==> config.mk <==
export PLATFORM = sky130hd
export DESIGN_NAME = ecpt_timer
export DESIGN_NICKNAME = d
export VERILOG_FILES = /design/src/rtl/ecpt_pkg.sv /design/src/rtl/ecpt_edge_sync.sv /design/src/rtl/ecpt_timer.sv
export SDC_FILE = /design/constraint.sdc
export NUM_CORES = 1
export LEC_CHECK = 0
export ABC_CLOCK_PERIOD_IN_PS = 3200
export BUFFER_PORTS_ARGS = -buffer_cell sky130_fd_sc_hd__buf_2
export CORE_MARGIN = 1.5
export CORE_UTILIZATION = 54
export CTS_BUF_LIST = sky130_fd_sc_hd__clkbuf_4 sky130_fd_sc_hd__clkbuf_8 sky130_fd_sc_hd__clkbuf_16
export DETAILED_ROUTE_END_ITERATION = 10
export PLACE_DENSITY_LB_ADDON = 0.12
export SLEW_MARGIN = 5
export SYNTH_ARGS = -nofsm -noshare
export SYNTH_HDL_FRONTEND = slang
export SYNTH_SLANG_ARGS = --single-unit
==> constraint.sdc <==
create_clock -name core_clk -period 3.2 [get_ports core_clk]
set_clock_uncertainty 0.15 [all_clocks]
set_input_delay 0.32 -clock core_clk [delete_from_list [all_inputs] [get_ports core_clk]]
set_output_delay 0.32 -clock core_clk [all_outputs]
set_load 0.03 [all_outputs]
==> src/rtl/ecpt_pkg.sv <==
package ecpt_pkg;

   // ----------------------------------------------------------------
   // register map (byte-wide values sit in the low bits)
   // ----------------------------------------------------------------
   localparam logic [3:0] ECPT_ADDR_CTL0    = 4'h0;
   localparam logic [3:0] ECPT_ADDR_CTL1    = 4'h1;
   localparam logic [3:0] ECPT_ADDR_CTL2    = 4'h2;
   localparam logic [3:0] ECPT_ADDR_COUNT   = 4'h3;
   localparam logic [3:0] ECPT_ADDR_MATCH   = 4'h4;
   localparam logic [3:0] ECPT_ADDR_RELOAD  = 4'h5;
   localparam logic [3:0] ECPT_ADDR_STATUS  = 4'h6;

   // ----------------------------------------------------------------
   // field positions
   // ----------------------------------------------------------------
   localparam int ECPT_CTL1_RUN_BIT  = 7;
   localparam int ECPT_CTL1_POL_BIT  = 6;
   localparam int ECPT_CTL1_PRES_LSB = 3;
   localparam int ECPT_CTL1_MODE_LSB = 0;
   localparam int ECPT_CTL0_OUTEN_BIT = 0;
   localparam int ECPT_CTL2_CLKS_BIT  = 0;

   // ----------------------------------------------------------------
   // reset values and fixed counts
   // ----------------------------------------------------------------
   localparam logic [15:0] ECPT_COUNT_RESTART = 16'h0001;
   localparam logic [15:0] ECPT_COUNT_RESET   = 16'h0001;
   localparam logic [15:0] ECPT_RELOAD_RESET  = 16'hFFFF;
   localparam logic [15:0] ECPT_MATCH_RESET   = 16'h0000;
   localparam int          ECPT_SYNC_STAGES   = 2;

   // ----------------------------------------------------------------
   // operating modes
   // ----------------------------------------------------------------
   typedef enum logic [2:0] {
      ECPT_MODE_PIN_COUNT = 3'h0,
      ECPT_MODE_CMP_COUNT = 3'h1,
      ECPT_MODE_PWM       = 3'h2
   } ecpt_mode_t;

   // software port
   typedef struct packed {
      logic [3:0]  addr;
      logic [15:0] wdata;
      logic        wr;
      logic        rd;
   } ecpt_bus_req_t;

   // timer configuration as decoded from the control registers
   typedef struct packed {
      logic       run;
      logic       pol;
      logic [2:0] pres;
      logic [2:0] mode;
      logic       outEn;
      logic       clkSel;
   } ecpt_cfg_t;

endpackage

==> src/rtl/ecpt_edge_sync.sv <==
`timescale 1ns/10ps
// two-flop synchroniser plus edge qualifier for the count sources
module ecpt_edge_sync (
   // clock and reset
   input  wire logic core_clk,
   input  wire logic reset,
   // source and selection
   input  wire logic srcIn,
   input  wire logic fallEdge,
   // qualified edge, one cycle
   output logic      edgePulse
);
   import ecpt_pkg::*;

   typedef struct packed {
      logic [ECPT_SYNC_STAGES-1:0] sync;
      logic                        last;
      logic                        pulse;
   } ecpt_sync_state_t;

   ecpt_sync_state_t state_q;
   ecpt_sync_state_t state_d;

   // first stage feeds only the second; edge taken from stage two vs last
   always_comb begin
      state_d       = state_q;
      state_d.sync  = {state_q.sync[0], srcIn};
      state_d.last  = state_q.sync[1];
      state_d.pulse = fallEdge ? (state_q.last & ~state_q.sync[1])
                               : (~state_q.last & state_q.sync[1]);
   end

   // register the whole state
   always_ff @(posedge core_clk) begin
      if (reset) begin
         state_q <= '0;
      end else begin
         state_q <= state_d;
      end
   end

   assign edgePulse = state_q.pulse;

endmodule // ecpt_edge_sync

==> src/rtl/ecpt_timer.sv <==
`timescale 1ns/10ps
// Contract
// - pin mode counts selected input edges
// - polarity bit picks rising or falling edge
// - pin mode bypasses the prescaler
// - counting reload: interrupt, count 0001h, continue
// - counting reload inverts enabled output
// - polarity bit sets initial output level
// - start count only for first pass
// - timer clock from control two select
// - count minus start equals edges seen
// - comparator mode counts comparator edges only
// - comparator mode edge select, no prescaler
// - PWM counts prescaled clocks, toggles on match
// - PWM reload: interrupt, 0001h, restore level
// - polarity one: high, low at match
// - polarity zero: low, high at match
// - period is reload times prescale clocks
// - configure disabled, start on enable write
// - run bit one starts, zero stops
module ecpt_timer #(
   parameter int CLK_DIV_ALT = 4   // divide ratio of the alternate timer clock
) (
   // clock and reset
   input  wire logic                   core_clk,
   input  wire logic                   reset,
   // register port
   input  wire ecpt_pkg::ecpt_bus_req_t busReq,
   output logic [15:0]                 rdData,
   // count sources
   input  wire logic                   timerInPin,
   input  wire logic                   cmpOut,
   // outputs
   output logic                        timerOut,
   output logic                        timerIrq
);
   import ecpt_pkg::*;

   // ----------------------------------------------------------------
   // state
   // ----------------------------------------------------------------
   typedef struct packed {
      logic [7:0]  ctl0;
      logic [7:0]  ctl1;
      logic [7:0]  ctl2;
      logic [15:0] count;
      logic [15:0] match;
      logic [15:0] reload;
      logic [6:0]  preCnt;
      logic [15:0] divCnt;
      logic        outLvl;
      logic        outPin;
      logic        irq;
      logic        reloadSeen;
      logic [15:0] rd;
   } ecpt_state_t;

   ecpt_state_t state_q;
   ecpt_state_t state_d;
   ecpt_cfg_t   cfg;
   logic        pinEdge;
   logic        cmpEdge;
   logic        tick;
   logic        step;
   logic        atReload;
   logic [6:0]  preLimit;
   logic [15:0] divLimit;

   // ----------------------------------------------------------------
   // edge qualifiers; the fall/rise choice follows the polarity bit
   // ----------------------------------------------------------------
   ecpt_edge_sync u_pin_sync (
      .core_clk  (core_clk),
      .reset     (reset),
      .srcIn     (timerInPin),
      .fallEdge  (cfg.pol),
      .edgePulse (pinEdge)
   );

   ecpt_edge_sync u_cmp_sync (
      .core_clk  (core_clk),
      .reset     (reset),
      .srcIn     (cmpOut),
      .fallEdge  (cfg.pol),
      .edgePulse (cmpEdge)
   );

   // decode of the control registers
   always_comb begin
      cfg.run    = state_q.ctl1[ECPT_CTL1_RUN_BIT];
      cfg.pol    = state_q.ctl1[ECPT_CTL1_POL_BIT];
      cfg.pres   = state_q.ctl1[ECPT_CTL1_PRES_LSB +: 3];
      cfg.mode   = state_q.ctl1[ECPT_CTL1_MODE_LSB +: 3];
      cfg.outEn  = state_q.ctl0[ECPT_CTL0_OUTEN_BIT];
      cfg.clkSel = state_q.ctl2[ECPT_CTL2_CLKS_BIT];
   end

   // ----------------------------------------------------------------
   // timer clock enable and count step
   // ----------------------------------------------------------------
   // timer clock is core clock or a divided enable; edge inputs are sampled
   // on core clock, so the quarter-rate limit on sources keeps edges whole
   always_comb begin
      divLimit = 16'(CLK_DIV_ALT - 1);
      preLimit = 7'((8'h01 << cfg.pres) - 8'h01);
      tick     = cfg.clkSel ? (state_q.divCnt == divLimit) : 1'b1;
      unique case (cfg.mode)
         3'(ECPT_MODE_PIN_COUNT): step = pinEdge;
         3'(ECPT_MODE_CMP_COUNT): step = cmpEdge;
         3'(ECPT_MODE_PWM):       step = tick && (state_q.preCnt == preLimit);
         default:                 step = 1'b0;
      endcase
      step     = step & cfg.run;
      atReload = (state_q.count == state_q.reload);
   end

   // ----------------------------------------------------------------
   // next state
   // ----------------------------------------------------------------
   always_comb begin
      state_d     = state_q;
      state_d.irq = 1'b0;
      state_d.rd  = 16'h0000;

      // alternate clock divider free-runs while control two selects it; with the core clock selected it holds zero
      if (tick) begin
         state_d.divCnt = 16'h0000;
      end else begin
         state_d.divCnt = state_q.divCnt + 16'h0001;
      end

      if (!cfg.run) begin
         // stopped: count holds, output shows the start level
         state_d.preCnt = 7'h00;
         state_d.outLvl = cfg.pol;
      end else if (cfg.mode == 3'(ECPT_MODE_PWM) && tick) begin
         state_d.preCnt = (state_q.preCnt == preLimit) ? 7'h00 : state_q.preCnt + 7'h01;
      end

      if (step) begin
         if (atReload) begin
            state_d.count      = ECPT_COUNT_RESTART;
            state_d.irq        = 1'b1;
            state_d.reloadSeen = 1'b1;
            if (cfg.mode == 3'(ECPT_MODE_PWM)) begin
               state_d.outLvl = cfg.pol;
            end else begin
               state_d.outLvl = ~state_q.outLvl;
            end
         end else begin
            state_d.count = state_q.count + 16'h0001;
            // toggle on leaving the match count, so the start level lasts match steps
            if (cfg.mode == 3'(ECPT_MODE_PWM) && (state_q.count == state_q.match)) begin
               state_d.outLvl = ~cfg.pol;
            end
         end
      end

      // pin drives only when the output function is enabled
      state_d.outPin = cfg.outEn ? state_d.outLvl : 1'b0;

      // register writes; value registers take effect while stopped
      if (busReq.wr) begin
         unique case (busReq.addr)
            ECPT_ADDR_CTL0:   state_d.ctl0 = busReq.wdata[7:0];
            ECPT_ADDR_CTL1: begin
               state_d.ctl1 = busReq.wdata[7:0];
               if (busReq.wdata[ECPT_CTL1_RUN_BIT] && !cfg.run) begin
                  state_d.reloadSeen = 1'b0;
               end
            end
            ECPT_ADDR_CTL2:   state_d.ctl2 = busReq.wdata[7:0];
            ECPT_ADDR_COUNT: begin
               if (!cfg.run) begin
                  state_d.count = busReq.wdata;
               end
            end
            ECPT_ADDR_MATCH: begin
               if (!cfg.run) begin
                  state_d.match = busReq.wdata;
               end
            end
            ECPT_ADDR_RELOAD: begin
               if (!cfg.run) begin
                  state_d.reload = busReq.wdata;
               end
            end
            default: ;
         endcase
      end

      // register reads, answered the next cycle; unmapped reads zero
      if (busReq.rd) begin
         unique case (busReq.addr)
            ECPT_ADDR_CTL0:   state_d.rd = {8'h00, state_q.ctl0};
            ECPT_ADDR_CTL1:   state_d.rd = {8'h00, state_q.ctl1};
            ECPT_ADDR_CTL2:   state_d.rd = {8'h00, state_q.ctl2};
            ECPT_ADDR_COUNT:  state_d.rd = state_q.count;
            ECPT_ADDR_MATCH:  state_d.rd = state_q.match;
            ECPT_ADDR_RELOAD: state_d.rd = state_q.reload;
            ECPT_ADDR_STATUS: state_d.rd = {14'h0000, state_q.reloadSeen, state_q.outLvl};
            default:          state_d.rd = 16'h0000;
         endcase
      end
   end

   // ----------------------------------------------------------------
   // state register
   // ----------------------------------------------------------------
   always_ff @(posedge core_clk) begin
      if (reset) begin
         state_q        <= '0;
         state_q.count  <= ECPT_COUNT_RESET;
         state_q.match  <= ECPT_MATCH_RESET;
         state_q.reload <= ECPT_RELOAD_RESET;
      end else begin
         state_q <= state_d;
      end
   end

   // outputs straight from flops
   assign rdData   = state_q.rd;
   assign timerOut = state_q.outPin;
   assign timerIrq = state_q.irq;

endmodule // ecpt_timer

==> run_results.csv <==
group,metric,value,unit
worst_setup_path,crit_buf_inv,1,
worst_setup_path,cp_cell_sequence,"or3_1, ha_2, or4_1, o211a_1, o41a_1, buf_4, or4_4, xor2_1, o21ai_1",
layout,antennaDiodeCount,0,
worst_setup_path,worst_setup_path_end_kind,"flip-flop",
global_route,gr-usage-all-layers,29.25,%
route,wl_per_cell,18.33,um
power_and_ir_drop,swShare,22.36,%
global_route,grt_pass1_wl,25540,um
yosys,ys_warn_count,0,
yosys,syn_inst,708,
power_and_ir_drop,power.density,546.6,nW/um^2
yosys,synth-seq-cells,123,
yosys,synthArstFlopShare,0,%
floorplanning,fp.dieW,107.1,um
placed_design,gp_congestion,0.9662,
worst_setup_path,startpoint_type,"flip-flop",
clock_network,clkSlewWorstSetupHoldPaths,0.06,ns
worst_setup_path,cp_slowest_cell,"or4_1",
yosys,syn_area,5853,um^2
clock_network,cts.path.max_buffers,2,
layout,layout-drive-gt1-share,16.51,%
layout,area_growth,19.73,%
timing,rsz0062_at_grt,"no",
timing,max_freq,0.3213,GHz
floorplanning,num_io_pins,44,
yosys,synth-edff-count,0,
clock_network,cts_sinks,123,
clock_network,cts_max_level,4,
placed_design,pre_cts_slack,-0.05463,ns
global_route,grt_max_degree,44,
yosys,avgSynthCellArea,8.267,um^2
global_route,antenna_found_initial,0,
power_and_ir_drop,p_comb_share,5.2,%
timing,max_slew_margin,44.11,%
route,antenna_left,0,
clock_network,cts_root_buf,"clkbuf_8",
yosys,synthAdderAreaFrac,0.8551,%
route,routed_wl,16370,um
global_route,grt_pass1_vias,4938,
placed_design,place_hpwl,10920,um
clock_network,clkLatencyLatePin,0.53,ns
worst_setup_path,critical_path_class,"reg -> reg",
worst_setup_path,cp_max_fo,4,
layout,fillers,856,
route,viasPerCell,6.059,
yosys,synthFlopType,"dfxtp_1",
yosys,synth_top_family_by_area,"simple AND/OR/NAND/NOR gates",
power_and_ir_drop,vdd_drop_max,0.4646,mV
power_and_ir_drop,p_clk_share,53.8,%
layout,regArea,2464,um^2
yosys,synth_xor_xnor_area_share,10.62,%
outcome,status,"finished, final reports clean",
floorplanning,rows,37,
timing,hold_viol_final,0,
timing,min_period,3.112,ns
worst_setup_path,cp_top_family,"simple AND/OR/NAND/NOR gates",
placed_design,io_buffers,43,
floorplanning,initial_core_util,56.19,%
worst_setup_path,worstPathRequired,3.52,ns
timing,setup_violations,0,
power_and_ir_drop,power.switching,0.8565,mW
yosys,synth_nets,738,
yosys,synth.distinct_cells,54,
timing,fin_crit_sh,97.26,%
global_route,grt-ovfl-total,0,
route,drt-pass1-iter-count,10,
floorplanning,core,10420,um^2
clock_network,cts_tree,"built",
route,vias,5411,
min_path,hold_class,"in -> reg",
clock_network,cts_inserted_buffers,17,
layout,nets,774,
route,drc,0,
power_and_ir_drop,seqPwrFrac,41.0,%
route,drt_iter0_markers,679,
worst_setup_path,cp.arrival,3.43,ns
floorplanning,die_h,107.1,um
power_and_ir_drop,finalPower,3.831,mW
power_and_ir_drop,leakage,2.603,nW
flow_run,drv_cap,0,
yosys,synth_compound_area_share,13.36,%
yosys,synthMuxAreaShare,0.5130,%
layout,multi_input_comb_area,3144,um^2
floorplanning,dieArea,11470,um^2
timing,fin_ws,0.08759,ns
timing,fin_hold_ws,0.1972,ns
worst_setup_path,cpPeakStageDelay,0.50,ns
yosys,synthSimpleGateAreaFrac,26.85,%
timing,drv_slew,0,
power_and_ir_drop,p_int,2.974,mW
timing,tightest_slew,0.8383,ns
yosys,yosysSeqAreaShare,42.07,%
## worst min-delay path: stages
cell and delay (ns):
buf_2 0.11, buf_4 0.23, nand3_1 0.11, a21oi_1 0.05
## metrics by stage
step                cell area (um^2)  setup TNS (ns)  cells  utilization, %
floorplan                       5853               0    708               -
global placement                6132               0    841           58.87
detailed placement              6132        -0.09669    841           58.87
CTS                             6963               0    891           66.85
global route                    7008               0    893           67.28
finish                          7008               0    893           67.28
## routing by layer
| metal | wire, um | vias to the layer above | global-route usage [%] |
|---|---|---|---|
| met5 | 0 | - | 0 |
| met2 | 6926 | 307 | 40.26 |
| met3 | 1752 | 34 | 9.058 |
| li1 | - | 2538 | - |
| met1 | 7306 | 2532 | 41.63 |
| met4 | 381 | 0 | 12.76 |
## cell families (layout without fill, tap and decap cells)
logic type,Yosys count,after routing
AND/OR/NAND/NOR,319,319
buffers and inverters,72,121
flip-flops,123,123
adder cells (fa/ha/maj),4,4
multiplexers,3,3
AO/OA/AOI/OAI,116,116
XOR/XNOR,71,71
## state kept, by name (all words and copies together), names as in the netlist
signal and count:
u_pin_sync.edgePulse 1, timerOut 1, rdData 16, u_cmp_sync.edgePulse 1
u_cmp_sync.state_d 2, timerIrq 1, cfg 10, state_q 87
u_pin_sync.state_d 2, u_pin_sync.state_q 1, u_cmp_sync.state_q 1
## cell type report
class	instances	share of cell area [%]
multi-input cells	513	44.87
clock buffers	17	5.910
flip-flops and latches	123	35.15
repair buffers	86	8.320
inverters	3	0.1607
clock inverters	15	3.160
well taps	136	2.428
## layout by cell type (no fill, tap or decap), types with 22 or more instances in the layout
cell,n
buf_2,43
dfxtp_1,122
a222oi_1,22
xnor2_1,23
a21oi_1,56
nor2_1,50
nand2_1,125
buf_4,25
xor2_1,48
nand3_1,37
## power by group through the flow
stage	Sequential, mW	Clock, mW	Combinational, mW
after CTS	1.57	2.08	0.192
after global placement	1.60	0	0.170
after floorplan	1.59	0	0.110
after global routing	1.57	2.15	0.214
after detailed placement	1.60	0	0.173
final	1.57	2.06	0.199
## timing repair
item / CTS / global route
hold buffers: 18 / 0
endpoints found under the hold margin: 72 / 0
endpoints found under the setup margin: 3 / 15
setup buffers: 0 / 2
resized for setup: 2 / 9
pin swaps: 2 / 5
## Yosys cell counts (2+ instances only)
library cell,instances,area [um^2]
nand2_1,125,469.2
dfxtp_1,123,2462
a21oi_1,56,280.3
nor2_1,50,187.7
clkbuf_1,49,183.9
xor2_1,48,420.4
nand3_1,37,185.2
xnor2_1,23,201.4
a222oi_1,22,220.2
buf_4,17,127.6
nand3b_1,17,127.6
nand4_1,17,106.4
and3_1,12,75.07
o21ai_0,11,55.05
nor2b_1,9,56.30
nor3_1,9,45.04
nor4_1,7,43.79
and2_1,5,31.28
ha_1,4,50.05
nor4b_1,4,35.03
o21ai_1,4,20.02
or3_1,4,25.02
or4_1,4,30.03
a211oi_1,3,22.52
and4_1,3,26.28
inv_1,3,11.26
mux2i_1,3,30.03
nand2b_1,3,18.77
or2_2,3,18.77
a221oi_1,2,17.52
a22oi_1,2,15.01
buf_1,2,7.510
nor3b_1,2,15.01
nor4bb_1,2,20.02
o32ai_1,2,17.52
o41a_1,2,22.52
or3b_2,2,17.52
## final timing paths
kind	slack, ns	cells after the start	endpoint	startpoint
min	0.20	4	state_q[111]	busReq[1]
max	0.09	9	state_q[89]	cfg[5]
min reg2reg	0.29	1	u_cmp_sync.state_d[1]	u_cmp_sync.state_d[3]
max reg2reg	0.09	9	state_q[89]	cfg[5]
Power figures use the tool's default switching activity.
